`config.mk`:
```
export PLATFORM = sky130hd
export DESIGN_NAME = reset_delay_sequencer
export DESIGN_NICKNAME = d
export VERILOG_FILES = /design/src/pkg/reset_delay_pkg.sv /design/src/hw/reset_delay_sequencer.sv
export SDC_FILE = /design/constraint.sdc
export NUM_CORES = 1
export LEC_CHECK = 0
export BUFFER_PORTS_ARGS = -buffer_cell sky130_fd_sc_hd__buf_2
export CAP_MARGIN = 5
export CORE_MARGIN = 10
export CORE_UTILIZATION = 60
export CTS_CLUSTER_SIZE = 10
export DETAILED_ROUTE_END_ITERATION = 8
export PLACE_DENSITY_LB_ADDON = 0.12
export REMOVE_ABC_BUFFERS = 1
export SYNTH_ARGS = -nofsm -noshare
export SYNTH_HDL_FRONTEND = slang
export SYNTH_SLANG_ARGS = --single-unit
```
`constraint.sdc`:
```
create_clock -name clk_i -period 3.06 [get_ports clk_i]
set_clock_uncertainty 0.15 [all_clocks]
set_input_delay 0.153 -clock clk_i [delete_from_list [all_inputs] [get_ports clk_i]]
set_output_delay 0.153 -clock clk_i [all_outputs]
set_load 0.01 [all_outputs]
```
`src/pkg/reset_delay_pkg.sv`:
```
// Timing constants and clock source codes for the reset delay sequencer
package reset_delay_pkg;

    // ************************************************************
    // Clock and delay times
    // ************************************************************
    localparam int CLK_PERIOD_NS    = 40;
    localparam int T_POR_US         = 10;
    localparam int T_START_ON_US    = 20;
    localparam int T_START_OFF_MS   = 64;
    localparam int T_RST_US         = 20;
    localparam int T_LOCK_US        = 20;
    localparam int T_MON_US         = 100;

    // Least times round up to whole cycles
    localparam int POR_CYCLES       = (T_POR_US * 1000 + CLK_PERIOD_NS - 1) / CLK_PERIOD_NS;
    localparam int START_ON_CYCLES  = (T_START_ON_US * 1000 + CLK_PERIOD_NS - 1) / CLK_PERIOD_NS;
    localparam int START_OFF_CYCLES =
        (T_START_OFF_MS * 1000000 + CLK_PERIOD_NS - 1) / CLK_PERIOD_NS;
    localparam int RST_CYCLES       = (T_RST_US * 1000 + CLK_PERIOD_NS - 1) / CLK_PERIOD_NS;
    localparam int LOCK_CYCLES      = (T_LOCK_US * 1000 + CLK_PERIOD_NS - 1) / CLK_PERIOD_NS;
    localparam int MON_CYCLES       = (T_MON_US * 1000 + CLK_PERIOD_NS - 1) / CLK_PERIOD_NS;

    localparam int CNT_W            = 21;
    localparam int OST_W            = 10;

    // ************************************************************
    // Clock source codes
    // ************************************************************
    localparam logic [3:0] SRC_EXT_CLOCK                  = 4'h0;
    localparam logic [3:0] SRC_FAST_INTERNAL_RC_OSC       = 4'h1;
    localparam logic [3:0] SRC_LOW_POWER_INTERNAL_RC_OSC  = 4'h2;
    localparam logic [3:0] SRC_EXTERNAL_CLOCK_WITH_PLL    = 4'h3;
    localparam logic [3:0] SRC_INTERNAL_RC_WITH_PLL       = 4'h4;
    localparam logic [3:0] SRC_CRYSTAL                    = 4'h5;
    localparam logic [3:0] SRC_HIGH_SPEED_CRYSTAL         = 4'h6;
    localparam logic [3:0] SRC_SECONDARY_OSC              = 4'h7;
    localparam logic [3:0] SRC_CRYSTAL_WITH_PLL           = 4'h8;
    localparam logic [3:0] SRC_HIGH_SPEED_CRYSTAL_WITH_PLL = 4'h9;

    typedef enum logic [2:0] {
        S_POR,
        S_START,
        S_RST,
        S_WAKE,
        S_RUN
    } seq_state_e;

endpackage

```
`src/hw/reset_delay_sequencer.sv`:
```
// Reset release sequencer with clock gating and clock monitor start-up
`timescale 1ns/1ps
`default_nettype none

//
// Contract
// Power-on holds reset for por+startup+state time
// Power-on delay of 10 us comes first
// Startup 20 us regulator on, 64 ms off
// Regulator on: startup delay on every wake
// Other resets hold only the 20 us
// Brown-out omits power-on delay, else like power-on
// Clock release waits per source for timer/lock
// Start-up timer counts 1024 oscillator periods
// PLL usable 20 us after lock
// Clock timing independent; no run without clock
// Crystal/PLL: monitor delay after power-up delays
// Monitor starts at release; fails to fast RC, trap
module reset_delay_sequencer
    import reset_delay_pkg::*;
#(
    parameter int START_OFF_CNT = START_OFF_CYCLES,
    parameter int MON_CNT       = MON_CYCLES
) (
    input  wire logic       clk_i,
    input  wire logic       reset_i,
    input  wire logic       brown_out_i,
    input  wire logic       external_clear_pin_n_i,
    input  wire logic       watchdog_i,
    input  wire logic       software_reset_i,
    input  wire logic       illegal_opcode_i,
    input  wire logic       uninit_register_i,
    input  wire logic       trap_conflict_i,
    input  wire logic       wake_i,
    input  wire logic       regulator_en_i,
    input  wire logic [3:0] clock_source_i,
    input  wire logic       osc_clk_i,
    input  wire logic       pll_lock_i,
    input  wire logic       fail_safe_clock_monitor_en_i,
    input  wire logic       clock_valid_i,
    output logic            internal_system_reset_o,
    output logic            clock_release_o,
    output logic            monitor_active_o,
    output logic            fast_internal_rc_osc_sel_o,
    output logic            clock_fail_trap_o
);

    // ************************************************************
    // Source decoding
    // ************************************************************
    function automatic logic needs_ost(input logic [3:0] src);
        needs_ost = (src == SRC_CRYSTAL) || (src == SRC_HIGH_SPEED_CRYSTAL) ||
                    (src == SRC_SECONDARY_OSC) || (src == SRC_CRYSTAL_WITH_PLL) ||
                    (src == SRC_HIGH_SPEED_CRYSTAL_WITH_PLL);
    endfunction

    function automatic logic needs_pll(input logic [3:0] src);
        needs_pll = (src == SRC_EXTERNAL_CLOCK_WITH_PLL) ||
                    (src == SRC_INTERNAL_RC_WITH_PLL) || (src == SRC_CRYSTAL_WITH_PLL) ||
                    (src == SRC_HIGH_SPEED_CRYSTAL_WITH_PLL);
    endfunction

    // ************************************************************
    // Pin synchronisers
    // ************************************************************
    logic [1:0] clr_sync_q;
    logic [2:0] osc_sync_q;
    logic [1:0] lock_sync_q;
    logic [1:0] valid_sync_q;

    always_ff @(posedge clk_i) begin
        clr_sync_q   <= {clr_sync_q[0], ~external_clear_pin_n_i};
        osc_sync_q   <= {osc_sync_q[1:0], osc_clk_i};
        lock_sync_q  <= {lock_sync_q[0], pll_lock_i};
        valid_sync_q <= {valid_sync_q[0], clock_valid_i};
    end

    wire osc_tick    = osc_sync_q[1] & ~osc_sync_q[2];
    wire soft_cause  = clr_sync_q[1] | watchdog_i | software_reset_i | illegal_opcode_i |
                       uninit_register_i | trap_conflict_i;
    wire src_ost     = needs_ost(clock_source_i);
    wire src_pll     = needs_pll(clock_source_i);

    // ************************************************************
    // Reset release sequence
    // ************************************************************
    seq_state_e       state_q;
    seq_state_e       state_d;
    logic [CNT_W-1:0] cnt_q;
    logic [CNT_W-1:0] cnt_d;
    logic             power_q;

    wire [CNT_W-1:0] start_load = regulator_en_i ? CNT_W'(START_ON_CYCLES - 1)
                                                 : CNT_W'(START_OFF_CNT - 1);
    wire             cnt_done   = (cnt_q == '0);

    always_comb begin
        state_d = state_q;
        cnt_d   = cnt_done ? cnt_q : cnt_q - CNT_W'(1);
        if (brown_out_i) begin
            state_d = S_START;
            cnt_d   = start_load;
        end else if (soft_cause) begin
            state_d = S_RST;
            cnt_d   = CNT_W'(RST_CYCLES - 1);
        end else if (cnt_done) begin
            case (state_q)
                S_POR: begin
                    state_d = S_START;
                    cnt_d   = start_load;
                end
                S_START: begin
                    state_d = S_RST;
                    cnt_d   = CNT_W'(RST_CYCLES - 1);
                end
                S_RST:   state_d = S_RUN;
                S_WAKE:  state_d = S_RUN;
                S_RUN: begin
                    if (wake_i && regulator_en_i) begin
                        state_d = S_WAKE;
                        cnt_d   = CNT_W'(START_ON_CYCLES - 1);
                    end
                end
                default: state_d = S_POR;
            endcase
        end
    end

    wire in_reset_d = (state_d == S_POR) || (state_d == S_START) || (state_d == S_RST);

    always_ff @(posedge clk_i) begin
        if (reset_i) begin
            state_q                 <= S_POR;
            cnt_q                   <= CNT_W'(POR_CYCLES - 1);
            internal_system_reset_o <= 1'b1;
            power_q                 <= 1'b1;
        end else begin
            state_q                 <= state_d;
            cnt_q                   <= cnt_d;
            internal_system_reset_o <= in_reset_d;
            power_q                 <= brown_out_i | (power_q & in_reset_d);
        end
    end

    // ************************************************************
    // Clock release, independent of the reset timing
    // ************************************************************
    // Only power events restart the oscillator; other resets keep the clock running
    logic [OST_W-1:0] ost_cnt_q;
    logic             ost_done_q;
    logic [CNT_W-1:0] lock_cnt_q;
    logic             lock_done_q;

    wire lock_hit   = (lock_cnt_q == CNT_W'(LOCK_CYCLES - 1));
    wire clk_ok_d   = (~src_ost | ost_done_q) & (~src_pll | lock_done_q);
    wire stall_d    = (state_d == S_WAKE);

    always_ff @(posedge clk_i) begin
        if (reset_i || brown_out_i) begin
            ost_cnt_q   <= '0;
            ost_done_q  <= 1'b0;
            lock_cnt_q  <= '0;
            lock_done_q <= 1'b0;
            clock_release_o <= 1'b0;
        end else begin
            if (osc_tick && !ost_done_q) begin
                ost_cnt_q  <= ost_cnt_q + OST_W'(1);
                ost_done_q <= (ost_cnt_q == '1);
            end
            if (!lock_sync_q[1]) begin
                lock_cnt_q  <= '0;
                lock_done_q <= 1'b0;
            end else if (!lock_done_q) begin
                lock_cnt_q  <= lock_cnt_q + CNT_W'(1);
                lock_done_q <= lock_hit;
            end
            // Code may run only with a released clock, whatever the reset does
            clock_release_o <= clk_ok_d & ~stall_d;
        end
    end

    // ************************************************************
    // Fail-safe clock monitor start
    // ************************************************************
    logic [CNT_W-1:0] mon_cnt_q;
    logic             mon_wait_q;

    wire release_now = internal_system_reset_o & ~in_reset_d;
    wire mon_delay   = power_q & (src_ost | src_pll);

    always_ff @(posedge clk_i) begin
        if (reset_i || in_reset_d) begin
            mon_cnt_q        <= '0;
            mon_wait_q       <= 1'b0;
            monitor_active_o <= 1'b0;
        end else if (release_now) begin
            mon_cnt_q        <= CNT_W'(MON_CNT - 1);
            mon_wait_q       <= mon_delay;
            monitor_active_o <= fail_safe_clock_monitor_en_i & ~mon_delay;
        end else if (mon_wait_q) begin
            mon_cnt_q        <= mon_cnt_q - CNT_W'(1);
            mon_wait_q       <= (mon_cnt_q != '0);
            monitor_active_o <= fail_safe_clock_monitor_en_i & (mon_cnt_q == '0);
        end else begin
            monitor_active_o <= monitor_active_o & fail_safe_clock_monitor_en_i;
        end
    end

    // Selection stays on the fast RC until the next power event
    always_ff @(posedge clk_i) begin
        if (reset_i || brown_out_i) begin
            fast_internal_rc_osc_sel_o <= 1'b0;
            clock_fail_trap_o          <= 1'b0;
        end else begin
            clock_fail_trap_o <= monitor_active_o & ~valid_sync_q[1] &
                                 ~fast_internal_rc_osc_sel_o;
            if (monitor_active_o && !valid_sync_q[1]) begin
                fast_internal_rc_osc_sel_o <= 1'b1;
            end
        end
    end
endmodule

`default_nettype wire

```
# --- Word level (Yosys, flattened, before mapping) ---
# Index checks and enable logic that the tools add are counted.
word_totals:
  regBits: 94
  inputBits: 19
  out_inout_bits: 5
classes:
  add_sub_neg: 4
  eq_ne: 16
  n_mux: 19
  bitwise_logic: 30
  reduce_logical: 25
op_table:
  columns: ["op", "n"]
  rows:
  - ["$mux 21", 6]
  - ["$pmux 21 s3", 1]
  - ["$logic_not 21->1", 2]
  - ["$sub 21x1->21 const B", 2]
  - ["$mux 12", 2]
  - ["$add 21x1->21 const B", 1]
  - ["$eq 21x9->1 const B", 1]
  - ["$reduce_bool 21->1", 1]
  - ["$eq 4x3->1 const B", 4]
  - ["$eq 3x2->1 const B", 4]
  - ["$mux 3", 4]
  - ["$pmux 3 s4", 1]
  - ["$and 1x1->1", 11]
  - ["$logic_or 1x1->1", 11]
  - ["$add 10x1->10 const B", 1]
  - ["$eq 10x10->1 const B", 1]
  - ["$not 1->1", 10]
  - ["$or 1x1->1", 9]
  - ["$eq 4x4->1 const B", 2]
  - ["$eq 3x1->1 const B", 2]
  - ["$logic_not 3->1", 2]
  - ["$reduce_or 2->1", 3]
  - ["$mux 1", 5]
  - ["$eq 4x2->1 const B", 1]
  - ["other kinds (4)", 7]

# --- Depth between registers and ports, before layout ---
depth:
  word_depth: 13
  ltp_mapped: 8
  ltp_nobuf: 7

# --- Worst setup path after synthesis ---
# OpenSTA, ideal clock, no wires.
synth_timing:
  path_kind: "reg-to-reg"
  start: "reg cnt_q[9]"
  end: "reg cnt_q[3]"
  t_arrival_ps: 2156
  setup_slack_ps: 632
  stages_incl_launch_ff: 9
  path_buffers: 3
  period_less_slack_ps: 2428
  path_cell_list: "dfxtp_1 > or4_1 > clkbuf_1 > or2_1 > buf_2 > buf_2 > nor4_1 > o21bai_1 > a311o_1"
synth_between:
  elab_chain_len: 7
synth_lines:
  columns: ["item", "line", "text"]
  rows:
  - ["from (decl)", "reset_delay_sequencer.sv:89", "logic [CNT_W-1:0] cnt_q;"]
  - ["from (signal assigned)", "reset_delay_sequencer.sv:134", "cnt_q <= CNT_W'(POR_CYCLES - 1);"]
  - ["from (signal assigned)", "reset_delay_sequencer.sv:139", "cnt_q <= cnt_d;"]
  - ["$logic_not 21->1 (*)", "reset_delay_sequencer.sv:95", "wire cnt_done = (cnt_q == '0);"]
  - ["$mux 21", "reset_delay_sequencer.sv:99", "cnt_d = cnt_done ? cnt_q : cnt_q - CNT_W'(1);"]
  - ["$mux 21", "reset_delay_sequencer.sv:119", "if (wake_i && regulator_en_i) begin"]
  - ["$pmux 21 s3", "reset_delay_sequencer.sv:107", "case (state_q)"]
  - ["$mux 21 (*)", "reset_delay_sequencer.sv:106", "end else if (cnt_done) begin"]
  - ["$mux 21 (*)", "reset_delay_sequencer.sv:103", "end else if (soft_cause) begin"]
  - ["$mux 21 (*)", "reset_delay_sequencer.sv:100", "if (brown_out_i) begin"]
# Every way passes the cells marked *; elsewhere a longest branch is shown, timed or not.
# A chain may end at the register's enable or synchronous reset.

# --- Worst setup path in the final report ---
layout_timing:
  start: "reg cnt_q[16]"
  end: "reg mon_cnt_q[15]"
layout_between:
  elab_chain_len: 10
  word_cells_on_any_way: 13
  cone_classes: "2 x eq/ne; 3 x mux; 2 x bitwise; 6 x reduce/logical"
layout_lines:
  columns: ["item", "line", "text"]
  rows:
  - ["$logic_not 21->1 (*)", "reset_delay_sequencer.sv:95", null]
  - ["$mux 3 (*)", "reset_delay_sequencer.sv:106", null]
  - ["$mux 3 (*)", "reset_delay_sequencer.sv:103", null]
  - ["$mux 3 (*)", "reset_delay_sequencer.sv:100", null]
  - ["$eq 3x1->1 / $logic_not 3->1 (equally long branches)", "reset_delay_sequencer.sv:129", "wire in_reset_d = (state_d == S_POR) || (state_d == S_START) || (state_d == S_RST);"]
  - ["$logic_or 1x1->1", "reset_delay_sequencer.sv:129", null]
  - ["$logic_or 1x1->1 (*)", "reset_delay_sequencer.sv:129", null]
  - ["$not 1->1", "reset_delay_sequencer.sv:188", "wire release_now = internal_system_reset_o & ~in_reset_d;"]
  - ["$and 1x1->1", "reset_delay_sequencer.sv:188", null]
  - ["$reduce_or 2->1 (no source line) (*)", null, null]
  - ["to (signal assigned)", "reset_delay_sequencer.sv:197", "mon_cnt_q <= CNT_W'(MON_CNT - 1);"]
  - ["to (signal assigned)", "reset_delay_sequencer.sv:201", "mon_cnt_q <= mon_cnt_q - CNT_W'(1);"]
  - ["to (decl)", "reset_delay_sequencer.sv:185", "logic [CNT_W-1:0] mon_cnt_q;"]
# Marked as above.

==> flow_summary_export.csv <==
group,metric,value,unit
global_routing,gr-usage-all-layers,16.6,%
placement,port_buffers,23,
detailed_routing,viasPerCell,5.86,
synthesis,yosys_warnings,0,
critical_path,critPathKind,"register to register",
die,core_area,0.00691,mm^2
clocking,clock-sinks,94,
placement,placed_area,0.00451,mm^2
outcome,status,"complete, no violations",
global_routing,grt_pass1_vias,3502,
placement,place_worst_setup_slack,0.472,ns
synthesis,synth_area,0.00433,mm^2
power,irDropWorstVdd,0.360,mV
critical_path,crit_path_start_kind,"register",
clocking,cts_resized,0,
finish,fin_nets,536,
clocking,numCtsBuffers,9,
detailed_routing,first_pass_iters,4,
clocking,htree_levels,3,
die,pin_count,24,
global_routing,grt_pass1_wl,15700,um
finish,layout-drive-gt1-share,11.8,%
timing,rsz0062_at_grt,"false",
timing,finalSetupViolCount,0,
clocking,root_buffer,"clkbuf_8",
timing,report.final.slew_viol_count,0,
finish,diodes,0,
timing,fmax,0.384,GHz
detailed_routing,vias,3598,
die,die_x,105,um
clocking,clkLatencyLatePin,0.36,ns
clocking,postCtsSetupRepairBufs,0,
power,p_per_area,476,mW/mm^2
clocking,cts_tree,"built",
finish,area_growth,11.1,%
hold_path,min_path_type,"input pin to register",
timing,min_period,2.60,ns
detailed_routing,drc,0,
synthesis,synth-edff-count,0,
synthesis,synthArstFlopShare,0,%
detailed_routing,antenna_left,0,
critical_path,critPathRequiredTime,3.16,ns
critical_path,end_kind,"register",
placement,hpwlAfterDp,6190,um
die,rows,30,
synthesis,ys_ff_latch,94,
die,dieArea,0.0110,mm^2
global_routing,grt_max_degree,30,
critical_path,cp_max_fo,24,
power,leakage,1.65,nW
detailed_routing,routed_wl,8910,um
timing,setup_slack,0.458,ns
timing,slew_headroom,51.9,%
clocking,clock_path_buffers,2,
synthesis,synth_area_per_cell,8.80,um^2
die,start_util,62.7,%
placement,gp_congestion,0.848,
synthesis,synthFlopType,"dfxtp_1",
run,drv_cap,0,
detailed_routing,wl_per_cell,14.5,um
timing,min_period_over_period,85.0,%
clocking,cts.hold.buffers_added,7,
critical_path,cp_data_arrival_time,2.70,ns
global_routing,antenna_found_initial,0,
timing,worst-slew-pin-transition,0.719,ns
synthesis,yosys.cell_types.count,59,
global_routing,grt_overflow,0,
timing,hold_viol,0,
detailed_routing,first_iter_violations,140,
clocking,path_clk_slew,0.09,ns
finish,postLayoutCellArea,0.00481,mm^2
synthesis,synth-seq-area-share,43.5,%
die,die_h,105,um
synthesis,syn_inst,492,
-- stage by stage --
stage | setup TNS (ns) | power (mW) | hold slack [ns] | util [%] | std cells
CTS | 0 | 2.31 | 0.0529 | 69.6 | 614
floorplan | -8.84 | 1.33 | 0.0307 | - | 465
finish | 0 | 2.29 | 0.0714 | 69.6 | 614
global route | 0 | 2.37 | 0.0887 | 69.6 | 614
detailed placement | 0 | 1.37 | 0.108 | 65.2 | 591
global placement | 0 | 1.37 | 0.106 | 65.2 | 591
-- synth_stat cells, types with 7 or more instances --
cell	n	share of area, %
a31oi_1	11	1.6
nor4_1	32	4.6
xnor2_1	36	7.3
xor2_1	20	4.0
clkbuf_1	19	1.6
or3_1	11	1.6
buf_2	7	0.81
nand2_1	26	2.3
a21oi_1	14	1.6
o21ai_0	17	2.0
nand3_1	15	1.7
inv_1	14	1.2
or4_1	7	1.2
nand4_1	7	1.0
nor3_1	19	2.2
a211oi_1	7	1.2
nor2_1	61	5.3
dfxtp_1	94	43
-- flip-flops by register name (all words and copies together) (netlist names), 2 cells and up --
| register | cells |
|---|---|
| state_q | 3 |
| lock_sync_q | 2 |
| mon_cnt_q | 21 |
| lock_cnt_q | 21 |
| valid_sync_q | 2 |
| ost_cnt_q | 10 |
| osc_sync_q | 3 |
| clr_sync_q | 2 |
| cnt_q | 21 |
-- routing by layer --
metal	global-route usage [%]	wire (um)
met2	26.2	4070
met4	6.08	177
met5	0	0
met1	20.7	4300
met3	5.16	362
-- critical path, stage by stage (launching register included) --
cell and delay, ns:
dfxtp_1 0.36, nor4_1 0.55, nor2b_1 0.58, a31oi_1 0.19, a2bb2oi_2 0.18, buf_4 0.23
nor4_1 0.27
-- power by group --
| part | switching [mW] | internal [mW] | total, mW |
|---|---|---|---|
| clock network | 0.425 | 0.510 | 0.935 |
| registers | 0.0128 | 1.24 | 1.25 |
| logic | 0.0586 | 0.0424 | 0.101 |
-- cells by family after synthesis --
family,Yosys count,synth area share [%]
adder cells (fa/ha/maj),4,1.16
flip-flops,94,43.5
AND/OR/NAND/NOR,216,27.1
buffers and inverters,41,3.93
multiplexers,6,1.45
AO/OA/AOI/OAI,75,11.6
XOR/XNOR,56,11.3
-- cells in the final DEF (no fill, tap or decap), drive strengths merged, types with 3 or more instances in the layout --
cell	instances
nor4	33
ha	4
nand4	7
or4	8
a21oi	14
o21ai	18
clkbuf	12
mux2i	4
and4	3
or2	4
or3	12
nand3	15
o31ai	4
xnor2	36
nor3	20
xor2	20
dlygate4sd3	7
buf	30
and3	4
nor4b	3
nor2	61
dfxtp	94
o211ai	3
a211oi	7
nand2	26
nor2b	6
inv	15
nand2b	4
a31oi	11
-- worst paths after layout --
path,startpoint,endpoint,slack [ns],cells past startpoint
worst max-delay path,cnt_q[16],mon_cnt_q[15],0.46,6
worst min-delay path,wake_i,state_q[1],0.07,5
worst max register to register,cnt_q[16],mon_cnt_q[15],0.46,6
worst min register to register,clr_sync_q[0],clr_sync_q[1],0.19,0
-- final cells by class --
class,count,area [um^2]
multi-input combinational,357,2280
fill,571,2100
sequential,94,1880
timing repair buffer,37,238
clock buffer,12,155
tap,96,120
clock inverter,4,77.6
inverter,14,52.6
Note: power is estimated with default switching activity, not from simulation.
